--- src/shared/iepb_defines.vh ---
// Register offsets, field layouts and reset values of the enable and priority bank
`ifndef IEPB_DEFINES_VH
`define IEPB_DEFINES_VH
`define IEPB_OFS_EN2      8'h00
`define IEPB_OFS_EN3      8'h04
`define IEPB_OFS_EN4      8'h08
`define IEPB_OFS_EN5      8'h0C
`define IEPB_OFS_EN6      8'h10
`define IEPB_OFS_PRI0     8'h14
`define IEPB_OFS_PRI1     8'h18
`define IEPB_OFS_PRI2     8'h1C
`define IEPB_OFS_FLAG     8'h20
`define IEPB_OFS_STATUS   8'h24
`define IEPB_OFS_MASK     8'h28
`define IEPB_MASK_EN2     16'h0001
`define IEPB_MASK_EN3     16'h4066
`define IEPB_MASK_EN4     16'h210E
`define IEPB_MASK_EN5     16'h3FFE
`define IEPB_MASK_EN6     16'h0010
`define IEPB_MASK_PRI0    16'h7777
`define IEPB_MASK_PRI1    16'h7770
`define IEPB_MASK_PRI2    16'h7777
`define IEPB_RST_EN       16'h0000
`define IEPB_RST_PRI0     16'h4444
`define IEPB_RST_PRI1     16'h4440
`define IEPB_RST_PRI2     16'h4444
`define IEPB_PRI_OFF      3'h0
`define IEPB_PRI_W        3
`define IEPB_NSRC         12
`endif

--- src/rtl/iepb_src_gate.v ---
// One source gate: flag, enable and priority to a forwarded level
`timescale 1ns/100ps
module iepb_src_gate (
  input  wire       flag_in,   // Pending flag of the source
  input  wire       en_in,     // Enable bit
  input  wire [2:0] pri_in,    // Priority field
  output wire       req_out,   // Request forwarded
  output wire [2:0] level_out  // Level carried, zero when not forwarded
);
  // Code 000 disables regardless of enable
  assign req_out   = flag_in & en_in & (pri_in != 3'h0);
  // Codes 001..111 map straight to levels 1..7
  assign level_out = req_out ? pri_in : 3'h0;
endmodule

--- src/rtl/iepb_top.v ---
// Interrupt enable and priority register bank with Wishbone slave
`timescale 1ns/100ps
`include "iepb_defines.vh"
module iepb_top (
  input  wire        clk_sys_in,    // 200 MHz system clock
  input  wire        rst_n_in,      // Async reset, active low
  input  wire        ce_in,         // Clock enable, freezes all state when low
  input  wire        wb_cyc_in,     // Wishbone cycle
  input  wire        wb_stb_in,     // Wishbone strobe
  input  wire        wb_we_in,      // Wishbone write enable
  input  wire [7:0]  wb_adr_in,     // Wishbone byte address
  input  wire [3:0]  wb_sel_in,     // Wishbone byte selects
  input  wire [31:0] wb_dat_in,     // Wishbone write data
  output reg  [31:0] wb_dat_out,    // Wishbone read data
  output reg         wb_ack_out,    // Wishbone acknowledge
  input  wire [11:0] src_req_in,    // Source request pulses, same clock
  output reg  [11:0] fwd_req_out,   // Forwarded requests to the core
  output reg  [2:0]  fwd_level_out, // Highest forwarded level
  output reg         irq_out        // Level interrupt, unmasked status set
);
  // Source order: 0 ext0, 1 cap1, 2 cmp1, 3 timer a, 4 cap2, 5 cmp2, 6 timer b,
  // 7 timer c, 8 spi a fault, 9 spi a event, 10 uart a rx, 11 spi b fault
  reg  [15:0] enable_2;
  reg  [15:0] irq_enable_3;
  reg  [15:0] irq_enable_4;
  reg  [15:0] irq_enable_5;
  reg  [15:0] irq_enable_6;
  reg  [15:0] irq_priority_0;
  reg  [15:0] irq_priority_1;
  reg  [15:0] irq_priority_2;
  reg  [11:0] src_flag;
  reg  [1:0]  evt_status;
  reg  [1:0]  evt_mask;
  reg  [11:0] fwd_prev;
  wire [11:0] src_en;
  wire [35:0] src_pri;
  wire [11:0] gate_req;
  wire [35:0] gate_level;
  wire        bus_req;
  wire        wr_en;
  wire        rd_en;
  wire [15:0] wdat;
  wire [15:0] lane_mask;
  reg  [15:0] next_rdat;
  reg  [2:0]  next_level;
  reg         next_ack;
  wire [1:0]  evt_set;
  wire        bad_adr;
  integer     i;

  // Only sources with an enable bit in this bank carry a real enable
  // Others have their enables elsewhere; they pass on priority only
  assign src_en = {enable_2[0], 11'h7FF};
  assign src_pri = {irq_priority_0[14:12], irq_priority_2[14:12], irq_priority_2[10:8],
                    irq_priority_2[6:4], irq_priority_2[2:0], irq_priority_1[14:12],
                    irq_priority_1[10:8], irq_priority_1[6:4], irq_priority_0[14:12],
                    irq_priority_0[10:8], irq_priority_0[6:4], irq_priority_0[2:0]};

  genvar g;
  generate
    for (g = 0; g < `IEPB_NSRC; g = g + 1) begin : gen_gate
      iepb_src_gate u_gate (
        .flag_in   (src_flag[g]),
        .en_in     (src_en[g]),
        .pri_in    (src_pri[3*g +: 3]),
        .req_out   (gate_req[g]),
        .level_out (gate_level[3*g +: 3])
      );
    end
  endgenerate

  assign bus_req   = wb_cyc_in & wb_stb_in & ~wb_ack_out;
  assign wr_en     = bus_req & wb_we_in & ce_in;
  assign rd_en     = bus_req & ~wb_we_in;
  assign wdat      = wb_dat_in[15:0];
  assign lane_mask = {{8{wb_sel_in[1]}}, {8{wb_sel_in[0]}}};
  assign bad_adr   = (wb_adr_in > `IEPB_OFS_MASK) | (wb_adr_in[1:0] != 2'h0);
  // Status event 0: a request newly forwarded; event 1: unmapped access
  assign evt_set   = {bus_req & bad_adr, |(gate_req & ~fwd_prev)};

  always @* begin
    next_level = 3'h0;
    for (i = 0; i < `IEPB_NSRC; i = i + 1) begin
      if (gate_level[3*i +: 3] > next_level) begin
        next_level = gate_level[3*i +: 3];
      end
    end
  end

  // Unimplemented bits masked on read
  always @* begin
    next_rdat = 16'h0000;
    case (wb_adr_in)
      `IEPB_OFS_EN2:    next_rdat = enable_2 & `IEPB_MASK_EN2;
      `IEPB_OFS_EN3:    next_rdat = irq_enable_3 & `IEPB_MASK_EN3;
      `IEPB_OFS_EN4:    next_rdat = irq_enable_4 & `IEPB_MASK_EN4;
      `IEPB_OFS_EN5:    next_rdat = irq_enable_5 & `IEPB_MASK_EN5;
      `IEPB_OFS_EN6:    next_rdat = irq_enable_6 & `IEPB_MASK_EN6;
      `IEPB_OFS_PRI0:   next_rdat = irq_priority_0 & `IEPB_MASK_PRI0;
      `IEPB_OFS_PRI1:   next_rdat = irq_priority_1 & `IEPB_MASK_PRI1;
      `IEPB_OFS_PRI2:   next_rdat = irq_priority_2 & `IEPB_MASK_PRI2;
      `IEPB_OFS_FLAG:   next_rdat = {4'h0, src_flag};
      `IEPB_OFS_STATUS: next_rdat = {14'h0, evt_status};
      `IEPB_OFS_MASK:   next_rdat = {14'h0, evt_mask};
      default:          next_rdat = 16'h0000;
    endcase
  end

  always @* begin
    next_ack = bus_req;
  end

  always @(posedge clk_sys_in or negedge rst_n_in) begin
    if (!rst_n_in) begin
      enable_2       <= `IEPB_RST_EN;
      irq_enable_3   <= `IEPB_RST_EN;
      irq_enable_4   <= `IEPB_RST_EN;
      irq_enable_5   <= `IEPB_RST_EN;
      irq_enable_6   <= `IEPB_RST_EN;
      irq_priority_0 <= `IEPB_RST_PRI0;
      irq_priority_1 <= `IEPB_RST_PRI1;
      irq_priority_2 <= `IEPB_RST_PRI2;
      src_flag       <= 12'h000;
      evt_status     <= 2'h0;
      evt_mask       <= 2'h0;
      fwd_prev       <= 12'h000;
      wb_ack_out     <= 1'b0;
      wb_dat_out     <= 32'h00000000;
      fwd_req_out    <= 12'h000;
      fwd_level_out  <= 3'h0;
      irq_out        <= 1'b0;
    end else if (ce_in) begin
      wb_ack_out <= next_ack;
      if (rd_en) begin
        wb_dat_out <= {16'h0000, next_rdat};
      end
      // Writes touch only implemented bits in selected lanes
      if (wr_en) begin
        case (wb_adr_in)
          `IEPB_OFS_EN2:  enable_2 <= (enable_2 & ~lane_mask) | (wdat & lane_mask
                                       & `IEPB_MASK_EN2);
          `IEPB_OFS_EN3:  irq_enable_3 <= (irq_enable_3 & ~lane_mask) | (wdat & lane_mask
                                           & `IEPB_MASK_EN3);
          `IEPB_OFS_EN4:  irq_enable_4 <= (irq_enable_4 & ~lane_mask) | (wdat & lane_mask
                                           & `IEPB_MASK_EN4);
          `IEPB_OFS_EN5:  irq_enable_5 <= (irq_enable_5 & ~lane_mask) | (wdat & lane_mask
                                           & `IEPB_MASK_EN5);
          `IEPB_OFS_EN6:  irq_enable_6 <= (irq_enable_6 & ~lane_mask) | (wdat & lane_mask
                                           & `IEPB_MASK_EN6);
          `IEPB_OFS_PRI0: irq_priority_0 <= (irq_priority_0 & ~lane_mask) | (wdat & lane_mask
                                             & `IEPB_MASK_PRI0);
          `IEPB_OFS_PRI1: irq_priority_1 <= (irq_priority_1 & ~lane_mask) | (wdat & lane_mask
                                             & `IEPB_MASK_PRI1);
          `IEPB_OFS_PRI2: irq_priority_2 <= (irq_priority_2 & ~lane_mask) | (wdat & lane_mask
                                             & `IEPB_MASK_PRI2);
          `IEPB_OFS_MASK: if (wb_sel_in[0]) begin
            evt_mask <= wdat[1:0];
          end
          default: ;
        endcase
      end
      // Hardware set wins over a software write in the same cycle
      if (wr_en && wb_adr_in == `IEPB_OFS_FLAG) begin
        src_flag <= (src_flag & ~lane_mask[11:0]) | (wdat[11:0] & lane_mask[11:0]) | src_req_in;
      end else begin
        src_flag <= src_flag | src_req_in;
      end
      // Write one to clear; new events win
      if (wr_en && wb_adr_in == `IEPB_OFS_STATUS && wb_sel_in[0]) begin
        evt_status <= (evt_status & ~wdat[1:0]) | evt_set;
      end else begin
        evt_status <= evt_status | evt_set;
      end
      fwd_prev      <= gate_req;
      fwd_req_out   <= gate_req;
      fwd_level_out <= next_level;
      irq_out       <= |(((evt_status | evt_set) & evt_mask));
    end
  end
endmodule

--- config.mk ---
export PLATFORM = sky130hd
export DESIGN_NAME = iepb_top
export DESIGN_NICKNAME = d
export VERILOG_FILES = /design/src/rtl/iepb_src_gate.v /design/src/rtl/iepb_top.v
export VERILOG_INCLUDE_DIRS = /design/src /design/src/shared
export SDC_FILE = /design/constraint.sdc
export NUM_CORES = 1
export LEC_CHECK = 0
export BUFFER_PORTS_ARGS = -buffer_cell sky130_fd_sc_hd__buf_2
export CAP_MARGIN = 20
export CORE_UTILIZATION = 45
export DETAILED_ROUTE_END_ITERATION = 8
export PLACE_DENSITY = 0.76
export REMOVE_ABC_BUFFERS = 1
export SYNTH_ARGS = -nofsm -noshare
export SYNTH_HDL_FRONTEND = slang
export SYNTH_SLANG_ARGS = --single-unit
export TNS_END_PERCENT = 5
--- constraint.sdc ---
create_clock -name clk_sys_in -period 15.9 [get_ports clk_sys_in]
set_input_delay 3.975 -clock clk_sys_in [delete_from_list [all_inputs] [get_ports clk_sys_in]]
set_output_delay 3.975 -clock clk_sys_in [all_outputs]
set_load 0.05 [all_outputs]
==> results by group, run 1 <==
Yosys
  • Cells after synthesis: 653
  • Post-synth EDFFs: 0
  • Register area share after synthesis: 0.404
  • Most used flip-flop cell after synthesis: dfrtp_1
  • Dominant cells by area after synthesis: dfrtp_1 (36%), mux2_2 (10%), ha_1 (6.3%)
  • Synthesis warning total: 0
  • Top cell type by total area after synthesis: dfrtp_1
  • Post-synthesis instance area: 6600 µm²
  • Async set or reset register ratio after synthesis: 1.00
  • Share of the synthesized area in the top cell type: 0.360
  • Netlist cell types: 71
  • Mean instance size in the synthesized netlist: 10.1 µm²
  • Number of flip-flops and latches in the synthesized netlist: 106

Setup path
  • Worst Path Class, Setup: reg2reg
  • Capturing element type of the critical path: register
  • Top fanout value on the critical path: 9
  • Most numerous cell on the critical path: ha_1
  • Worst path max stage delay: 0.56 ns
  • Worst Path Arrival: 14.84 ns
  • Crit path launch type: register
  • Critical path required time: 16.12 ns
  • Critical-path cell with the highest stage delay: dfstp_2

CTS
  • Number of buffers created by CTS: 9
  • Number of H-tree levels: 3
  • Clock sink count: 106
  • Latest clock arrival within the worst-skew pair: 0.36 ns
  • Clock-pin slew of the registers on the worst-case setup and hold paths: 0.07 ns
  • Root Buffer: clkbuf_16
  • Bufs on Longest Clock Path: 2
  • Number of buffers inserted by post-CTS setup repair: 0
  • TritonCTS clock tree: built

Min path
  • Classification of the worst-slack hold path: reg2reg

Cells and area
  • Cell Count, Final, Fillers Out: 910
  • Most common cell after layout, fill and taps aside: dfrtp_1
  • Antenna diode instance count: 0
  • Area growth from synthesis to layout: 12.2%
  • Fraction of final layout cells sized beyond drive strength 1: 0.270
  • End-of-flow core utilization: 0.526
  • Number of nets in the final layout: 820
  • Highest-count cells in the layout ignoring fill and taps: dfrtp_1 (95), buf_2 (73), mux2_2 (61), nand2_1 (60), nor2_1 (38)

Routing
  • Average wire length per cell after detail routing: 19.5 µm
  • Via Count: 5,579
  • Count of TritonRoute iterations in the first routing pass: 5
  • Number of design-rule violations left by the first detailed-router iteration: 413
  • DRC violations left: 0
  • Final routed wirelength across all metal layers: 17.8 mm
  • Vias per cell: 6.13
  • Number of nets with antenna violations after detailed routing: 0

Timing
  • Highest clock rate: 68.4 MHz
  • Setup Total Neg Slack: 0 ns
  • Slew Limit Fails: 0
  • Final count of negative-setup-slack endpoints: 0
  • Final cycle utilization of the critical path: 0.920
  • Actual transition at the worst max-transition pin: 1.02 ns
  • Max Clock Skew: 0.00655 ns
  • RSZ-0062 raised after global routing: no
  • Number of failing hold endpoints at the final stage: 0
  • Worst relative slew slack: 0.318
  • Min Clock Period, post-route: 14.62 ns

Pwr
  • Power density cells: 147 nW/µm²
  • Peak supply drop: 136 µV
  • Cell leakage power: 3.41 nW

Flow run
  • Count of maximum capacitance violations: 0

Place
  • Cells after DPL: 893
  • Detailed placement HPWL: 13.2 mm
  • Final RePlAce weighted congestion: 0.949
  • Number of buffers inserted by port buffering: 74

Die
  • Vertical die dimension: 123 µm
  • Starting utilization of the core area: 0.468
  • Area of the core: 14,100 µm²
  • Die Area: 15,200 µm²
  • IO Pins: 111
  • Site Rows: 43
  • Die Wd: 123 µm

Global routing
  • Number of global-route vias before repair: 5,362
  • Wire length of the first global-routing pass: 28.2 mm
  • Maximum number of pins on one net before global-route repair: 76
  • GRT Residual Overflow: 0
  • All-Layer GR Usage: 0.250
  • Number of antenna violations at the first check in global routing: 0

Outcome
  • Run status: finished clean
==> stage by stage <==
stage	area [µm²]	hold WS [ns]	setup slack [ns]	total power, W
2_1_floorplan	6460	0.471	3.38	0.000724
3_3_place_gp	7090	0.470	1.74	0.000823
3_5_place_dp	7090	0.475	1.47	0.000840
4_1_cts	7390	0.491	1.38	0.00108
5_1_grt	7410	0.513	0.108	0.00116
6_report	7410	0.487	1.28	0.00109
==> metal layers <==
| layer | vias up | GRT usage | routed length [µm] |
|---|---|---|---|
| met4 | 0 | 0.0858 | 379 |
| met2 | 236 | 0.407 | 8430 |
| li1 | 2591 | - | - |
| met3 | 32 | 0.0420 | 1260 |
| met1 | 2720 | 0.337 | 7690 |
| met5 | - | 0 | 0 |
==> synth_stat cells (all sizes together) (16+ instances only) <==
library cell	count
a22oi	24
nor2b	17
mux2	61
and2	18
ha	33
o21ai	23
dfrtp	95
a31oi	16
a21oi	23
inv	24
buf	24
nor3	17
nor2	40
nand2	60
==> worst max-delay path: cells and delay by family (launching register included) <==
family	cells	cell delay [ns]
multiplexers	1	0.34
AND/OR/NAND/NOR	21	3.54
adder cells (fa/ha/maj)	11	3.25
AO/OA/AOI/OAI	27	6.67
flip-flops	1	0.56
buffers and inverters	1	0.12
==> kinds of logic after synthesis <==
kind of cell	Yosys count	synth area share
compound gates	191	0.213
simple gates	199	0.165
other cells	1	0.000568
flops	106	0.404
fa+ha+maj	33	0.0625
buf+inv	57	0.0438
mux	66	0.112
==> power breakdown <==
| part | switching, W | total, W | internal [W] |
|---|---|---|---|
| clock | 0.000107 | 0.000231 | 0.000124 |
| sequential | 0.00000863 | 0.000295 | 0.000286 |
| combinational | 0.000342 | 0.000565 | 0.000223 |
| total | 0.000458 | 0.00109 | 0.000633 |
==> final timing paths <==
| kind | to | cells past startpoint | slack, ns | startpoint |
|---|---|---|---|---|
| hold reg to reg | wb_dat_out[0] | 1 | 0.49 | wb_dat_out[0] |
| max in group asynchronous | async pin | 2 | 11.09 | rst_n_in |
| setup reg to reg | fwd_level_out[1] | 61 | 1.28 | register |
| setup / recovery | fwd_level_out[1] | 61 | 1.28 | register |
| hold / removal | wb_dat_out[0] | 1 | 0.49 | wb_dat_out[0] |
| min in group asynchronous | async pin | 1 | 3.53 | rst_n_in |
==> final cells by class <==
| type | count | area [µm²] |
|---|---|---|
| Sequential cell | 106 | 2670 |
| Clock buffer | 10 | 229 |
| Timing Repair Buffer | 78 | 407 |
| Clock inverter | 6 | 72.6 |
| Fill cell | 1306 | 6690 |
| Multi-Input combinational cell | 506 | 3720 |
| Tap cell | 180 | 225 |
| Inverter | 24 | 90.1 |
==> timing repair <==
item | 4_1_cts | 5_1_grt
setup endpoints to repair | 0 | 1
hold buffers | 0 | 0
gates resized for setup | 0 | 1
endpoints found under the hold margin | 0 | 0
(Power assumes the default switching activity.)
==> run 2: changes to the inputs <==
--- a/config.mk
+++ b/config.mk
@@ -11,7 +11,6 @@
 export CORE_UTILIZATION = 45
 export DETAILED_ROUTE_END_ITERATION = 8
 export PLACE_DENSITY = 0.76
-export REMOVE_ABC_BUFFERS = 1
 export SYNTH_ARGS = -nofsm -noshare
 export SYNTH_HDL_FRONTEND = slang
 export SYNTH_SLANG_ARGS = --single-unit
==> run 2 against run 1 <==
Compared with the run above: count of clock-buffer cells in the layout did not move; critical path depth is the same; hold slack improved by 0.0017 ns; critical path type unchanged.
==> results by group, run 2 (synthesized netlist as in run 1, its figures left out) <==
Outcome
  • Run status: finished clean

Place
  • Final RePlAce weighted congestion: 0.912 (-3.9%)
  • Cells after DPL: 894 (+0.11%)
  • Number of buffers inserted by port buffering: 74 (unchanged)
  • Detailed placement HPWL: 13.2 mm (-0.34%)

Setup path
  • Most numerous cell on the critical path: ha_1
  • Critical path required time: 16.11 ns (about the same)
  • Worst Path Arrival: 14.84 ns (about the same)
  • Worst path max stage delay: 0.59 ns (+0.03 ns)
  • Critical-path cell with the highest stage delay: dfstp_2
  • Top fanout value on the critical path: 9 (unchanged)
  • Capturing element type of the critical path: register
  • Worst Path Class, Setup: reg2reg
  • Crit path launch type: register

Routing
  • Final routed wirelength across all metal layers: 17.6 mm (-0.68%)
  • Count of TritonRoute iterations in the first routing pass: 5 (unchanged)
  • Vias per cell: 6.13 (about the same)
  • Number of design-rule violations left by the first detailed-router iteration: 400 (-3.1%)
  • Average wire length per cell after detail routing: 19.4 µm (-0.68%)
  • Via Count: 5,578 (-0.018%)
  • DRC violations left: 0 (unchanged)
  • Number of nets with antenna violations after detailed routing: 0 (unchanged)

CTS
  • Root Buffer: clkbuf_16
  • Clock sink count: 106 (unchanged)
  • Bufs on Longest Clock Path: 2 (unchanged)
  • Number of buffers inserted by post-CTS setup repair: 0 (unchanged)
  • Clock-pin slew of the registers on the worst-case setup and hold paths: 0.08 ns (about the same)
  • Latest clock arrival within the worst-skew pair: 0.35 ns (about the same)
  • Number of H-tree levels: 3 (unchanged)
  • TritonCTS clock tree: built
  • Number of buffers created by CTS: 9 (unchanged)

Die
  • Area of the core: 14,100 µm² (unchanged)
  • Starting utilization of the core area: 0.468 (unchanged)
  • Die Wd: 123 µm (unchanged)
  • IO Pins: 111 (unchanged)
  • Site Rows: 43 (unchanged)
  • Die Area: 15,200 µm² (unchanged)
  • Vertical die dimension: 123 µm (unchanged)

Timing
  • Final count of negative-setup-slack endpoints: 0 (unchanged)
  • Final-layout worst hold slack: 0.489 ns (+0.00170 ns)
  • Number of failing hold endpoints at the final stage: 0 (unchanged)
  • Max Clock Skew: 0.00990 ns (+0.00334 ns)
  • RSZ-0062 raised after global routing: no
  • Slew Limit Fails: 0 (unchanged)
  • Min Clock Period, post-route: 14.62 ns (+0.00386 ns)
  • Highest clock rate: 68.4 MHz (about the same)
  • Worst relative slew slack: 0.273 (-0.0452)
  • Setup Total Neg Slack: 0 ns (unchanged)
  • Actual transition at the worst max-transition pin: 1.09 ns (+0.0676 ns)
  • Final cycle utilization of the critical path: 0.920 (about the same)

Global routing
  • Number of global-route vias before repair: 5,122 (-4.5%)
  • Number of antenna violations at the first check in global routing: 0 (unchanged)
  • GRT Residual Overflow: 0 (unchanged)
  • Maximum number of pins on one net before global-route repair: 73 (-3.9%)
  • All-Layer GR Usage: 0.244 (-0.00577)
  • Wire length of the first global-routing pass: 27.9 mm (-1.0%)

Cells and area
  • Highest-count cells in the layout ignoring fill and taps: dfrtp_1 (95), buf_2 (73), mux2_2 (61), nand2_1 (60), nor2_1 (38)
  • End-of-flow core utilization: 0.525 (-0.000710)
  • Number of nets in the final layout: 820 (unchanged)
  • Cell Count, Final, Fillers Out: 910 (unchanged)
  • Most common cell after layout, fill and taps aside: dfrtp_1
  • Fraction of final layout cells sized beyond drive strength 1: 0.268 (-0.00137)
  • Antenna diode instance count: 0 (unchanged)
  • Area growth from synthesis to layout: 12.0%

Pwr
  • Cell leakage power: 3.41 nW (about the same)
  • Peak supply drop: 111 µV (-19%)
  • Power density cells: 144 nW/µm² (-1.9%)

Min path
  • Classification of the worst-slack hold path: reg2reg

Flow run
  • Count of maximum capacitance violations: 0 (unchanged)
==> run 2: final cells by class <==
| cell class | count | area [µm²] |
|---|---|---|
| Timing Repair Buffer | 78 | 407 |
| Tap cell | 180 | 225 |
| Clock buffer | 10 | 229 |
| Fill cell | 1275 | 6700 |
| Clock inverter | 6 | 66.3 |
| Multi-Input combinational cell | 506 | 3710 |
| Inverter | 24 | 90.1 |
| Sequential cell | 106 | 2670 |
==> run 2: critical path, delay by kind of cell, from the launching register on <==
family / cells / cell delay [ns]
AOI/OAI and AO/OA: 27 / 6.60
and+or+nand+nor: 21 / 3.57
adders and majority gates: 11 / 3.24
DFF: 1 / 0.59
muxes: 1 / 0.34
buffers and inverters: 1 / 0.13
==> run 2: final timing paths <==
kind                            cells after the start  slack, ns           from          endpoint
worst min register to register                      1       0.49  wb_dat_out[0]     wb_dat_out[0]
worst min-delay path                                1       0.49  wb_dat_out[0]     wb_dat_out[0]
worst max-delay path                               61       1.28       register  fwd_level_out[1]
min in group asynchronous                           1       3.57       rst_n_in         async pin
worst max register to register                     61       1.28       register  fwd_level_out[1]
max in group asynchronous                           2      11.06       rst_n_in         async pin
==> run 2: report_power, final <==
| group | internal [W] | leakage (nW) | switching [W] | total, W |
|---|---|---|---|---|
| combinational | 0.000219 | 1.94 | 0.000329 | 0.000547 |
| clock | 0.000123 | 0.147 | 0.000104 | 0.000227 |
| sequential | 0.000286 | 1.32 | 0.00000818 | 0.000294 |
| total | 0.000627 | 3.41 | 0.000441 | 0.00107 |
==> run 2: per-stage QoR <==
step	setup slack [ns]	total power (W)	cell area, µm²
2_1_floorplan	3.28	0.000730	6660
3_3_place_gp	1.60	0.000825	7090
3_5_place_dp	1.47	0.000834	7100
4_1_cts	1.37	0.00106	7400
5_1_grt	0.170	0.00114	7400
6_report	1.28	0.00107	7400
==> run 2: repair_timing <==
action,in CTS,in global routing
resized for setup,0,1
setup endpoints to repair,0,1
hold buffers,0,0
==> run 2: per-layer routing <==
metal | vias to the layer above | routed length (µm) | track usage
met3 | 36 | 1270 | 0.0406
met5 | - | 0 | 0
met1 | 2705 | 7800 | 0.346
met4 | 0 | 448 | 0.0911
met2 | 237 | 8110 | 0.376
li1 | 2600 | - | -
==> run 3: changes to the inputs <==
--- a/config.mk
+++ b/config.mk
@@ -10,7 +10,7 @@
 export CAP_MARGIN = 20
 export CORE_UTILIZATION = 45
 export DETAILED_ROUTE_END_ITERATION = 8
-export PLACE_DENSITY = 0.76
+export PLACE_DENSITY = 0.66
 export SYNTH_ARGS = -nofsm -noshare
 export SYNTH_HDL_FRONTEND = slang
 export SYNTH_SLANG_ARGS = --single-unit
==> run 3 against run 2 <==
Compared with the run above: worst setup slack improved by 0.20 ns; final cell count rose by 0.11%; clock skew rose by 0.00092 ns; clock power fell by 5%; flip-flop and latch count did not move; critical endpoint unchanged.
==> results by group, run 3 (synthesized netlist as in run 1, its figures left out) <==
Setup path
  • Worst-case reg-to-reg path depth: 61 (unchanged)
  • Crit path launch type: register
  • Capturing element type of the critical path: register
  • Capturing point of the worst reg2reg path: fwd_level_out[1]
  • Most numerous cell on the critical path: ha_1
  • Critical-path cell with the highest stage delay: dfstp_2
  • Worst Path Class, Setup: reg2reg
  • Top fanout value on the critical path: 9 (unchanged)
  • Worst path max stage delay: 0.59 ns (about the same)
  • Worst setup slack for register-to-register paths: 1.48 ns (+0.20 ns)
  • Worst Path Arrival: 14.64 ns (-0.20 ns)
  • Critical path required time: 16.12 ns (about the same)
  • CP endpoint: fwd_level_out[1]

Die
  • Die Wd: 123 µm (unchanged)
  • IO Pins: 111 (unchanged)
  • Vertical die dimension: 123 µm (unchanged)
  • Starting utilization of the core area: 0.468 (unchanged)
  • Die Area: 15,200 µm² (unchanged)
  • Area of the core: 14,100 µm² (unchanged)
  • Site Rows: 43 (unchanged)

Routing
  • DRC violations left: 0 (unchanged)
  • Via Count: 5,618 (+0.72%)
  • Vias per cell: 6.17 (+0.61%)
  • Average wire length per cell after detail routing: 20.5 µm (+5.6%)
  • Number of nets with antenna violations after detailed routing: 0 (unchanged)
  • Number of design-rule violations left by the first detailed-router iteration: 399 (-0.25%)
  • Final routed wirelength across all metal layers: 18.6 mm (+5.7%)
  • Count of TritonRoute iterations in the first routing pass: 5 (unchanged)

Timing
  • RSZ-0062 raised after global routing: no
  • Max Clock Skew: 0.0108 ns (+0.000922 ns)
  • Final cycle utilization of the critical path: 0.907 (-0.0128)
  • Slew Limit Fails: 0 (unchanged)
  • Min Clock Period, post-route: 14.42 ns (-0.204 ns)
  • Setup Total Neg Slack: 0 ns (unchanged)
  • Final count of negative-setup-slack endpoints: 0 (unchanged)
  • Number of failing hold endpoints at the final stage: 0 (unchanged)
  • Highest clock rate: 69.3 MHz (+1.4%)
  • Worst relative slew slack: 0.286 (+0.0134)
  • Actual transition at the worst max-transition pin: 1.07 ns (-0.0201 ns)
  • Final setup margin: 1.48 ns (+0.204 ns)

Cells and area
  • Fraction of final layout cells sized beyond drive strength 1: 0.272 (+0.00374)
  • Highest-count cells in the layout ignoring fill and taps: dfrtp_1 (95), buf_2 (73), mux2_2 (61), nand2_1 (60), nor2_1 (38)
  • Final standard cell area without fillers: 7420 µm² (+0.32%)
  • End-of-flow core utilization: 0.527 (+0.00169)
  • Area growth from synthesis to layout: 12.4%
  • Fill cell total of the finished layout: 1,311 (+2.8%)
  • Most common cell after layout, fill and taps aside: dfrtp_1
  • Antenna diode instance count: 0 (unchanged)
  • Number of nets in the final layout: 821 (+0.12%)

CTS
  • Latest clock arrival within the worst-skew pair: 0.35 ns (about the same)
  • Root Buffer: clkbuf_16
  • TritonCTS clock tree: built
  • Post-CTS Hold Fix Bufs: 0 (unchanged)
  • Number of buffers created by CTS: 9 (unchanged)
  • Clock sink count: 106 (unchanged)
  • Number of H-tree levels: 3 (unchanged)
  • Bufs on Longest Clock Path: 2 (unchanged)
  • Clock-pin slew of the registers on the worst-case setup and hold paths: 0.08 ns (about the same)

Outcome
  • Run status: finished clean

Pwr
  • Peak supply drop: 118 µV (+6.5%)
  • Power density cells: 145 nW/µm² (+0.25%)
  • Cell leakage power: 3.41 nW (about the same)

Place
  • Final RePlAce weighted congestion: 0.908 (-0.43%)
  • Post-placement worst setup slack: 1.27 ns (-0.199 ns)
  • Detailed placement HPWL: 14.2 mm (+7.3%)
  • Cell area after placement: 7100 µm² (-0.11%)
  • Number of buffers inserted by port buffering: 74 (unchanged)

Min path
  • Classification of the worst-slack hold path: reg2reg

Global routing
  • GRT Residual Overflow: 0 (unchanged)
  • All-Layer GR Usage: 0.262 (+0.0178)
  • Maximum number of pins on one net before global-route repair: 82 (+12%)
  • Number of global-route vias before repair: 5,450 (+6.4%)
  • Number of antenna violations at the first check in global routing: 0 (unchanged)
  • Wire length of the first global-routing pass: 29.8 mm (+6.9%)

Flow run
  • Count of maximum capacitance violations: 0 (unchanged)
## run 3: routing by layer
| layer | up-vias | wire (µm) | track usage |
|---|---|---|---|
| li1 | 2595 | - | - |
| met1 | 2789 | 8640 | 0.373 |
| met4 | 0 | 418 | 0.0926 |
| met3 | 26 | 911 | 0.0291 |
| met2 | 208 | 8660 | 0.413 |
| met5 | - | 0 | 0 |
## run 3: area by class of cell
| cell class | count | area, µm² | area share |
|---|---|---|---|
| clock buffers | 9 | 225 | 0.0303 |
| well taps | 180 | 225 | 0.0303 |
| multi-input cells | 506 | 3720 | 0.501 |
| flip-flops and latches | 106 | 2670 | 0.359 |
| clock inverters | 7 | 57.6 | 0.00775 |
| repair buffers | 79 | 438 | 0.0590 |
| inverters | 24 | 90.1 | 0.0121 |
## run 3: power by group
part	internal (W)	switching, W	leakage, nW
combinational	0.000223	0.000341	1.96
sequential	0.000286	0.00000809	1.32
clock	0.000109	0.000108	0.129
total	0.000618	0.000457	3.41
## run 3: critical path, delay by kind of cell (launching register included)
kind                     cells  cell delay [ns]
AO/OA/AOI/OAI               27             6.53
adder cells (fa/ha/maj)     11             3.24
buffers and inverters        1             0.12
flip-flops                   1             0.59
multiplexers                 1             0.34
AND/OR/NAND/NOR             21             3.47
## run 3: worst min-delay path by stage
stage | start | slack [ns] | cells past startpoint | to
final | wb_dat_out[4] | 0.49 | 1 | wb_dat_out[4]
after global placement | wb_dat_out[0] | 0.47 | 1 | wb_dat_out[0]
after CTS | wb_dat_out[4] | 0.50 | 1 | wb_dat_out[4]
after floorplan | register | 0.47 | 1 | register
after global routing | wb_dat_out[0] | 0.52 | 1 | wb_dat_out[0]
after detailed placement | wb_dat_out[5] | 0.48 | 1 | wb_dat_out[5]
## run 3: timing repair
item | 4_1_cts | 5_1_grt
buffers inserted | 0 | 0
resized for setup | 0 | 3
setup endpoints to repair | 0 | 2
## run 3: through the flow
step	total power (W)	std cells	hold WS (ns)
after global routing	0.00114	911	0.519
after detailed placement	0.000845	893	0.475
after floorplan	0.000730	669	0.471
after global placement	0.000820	892	0.470
final	0.00107	911	0.491
after CTS	0.00106	909	0.498
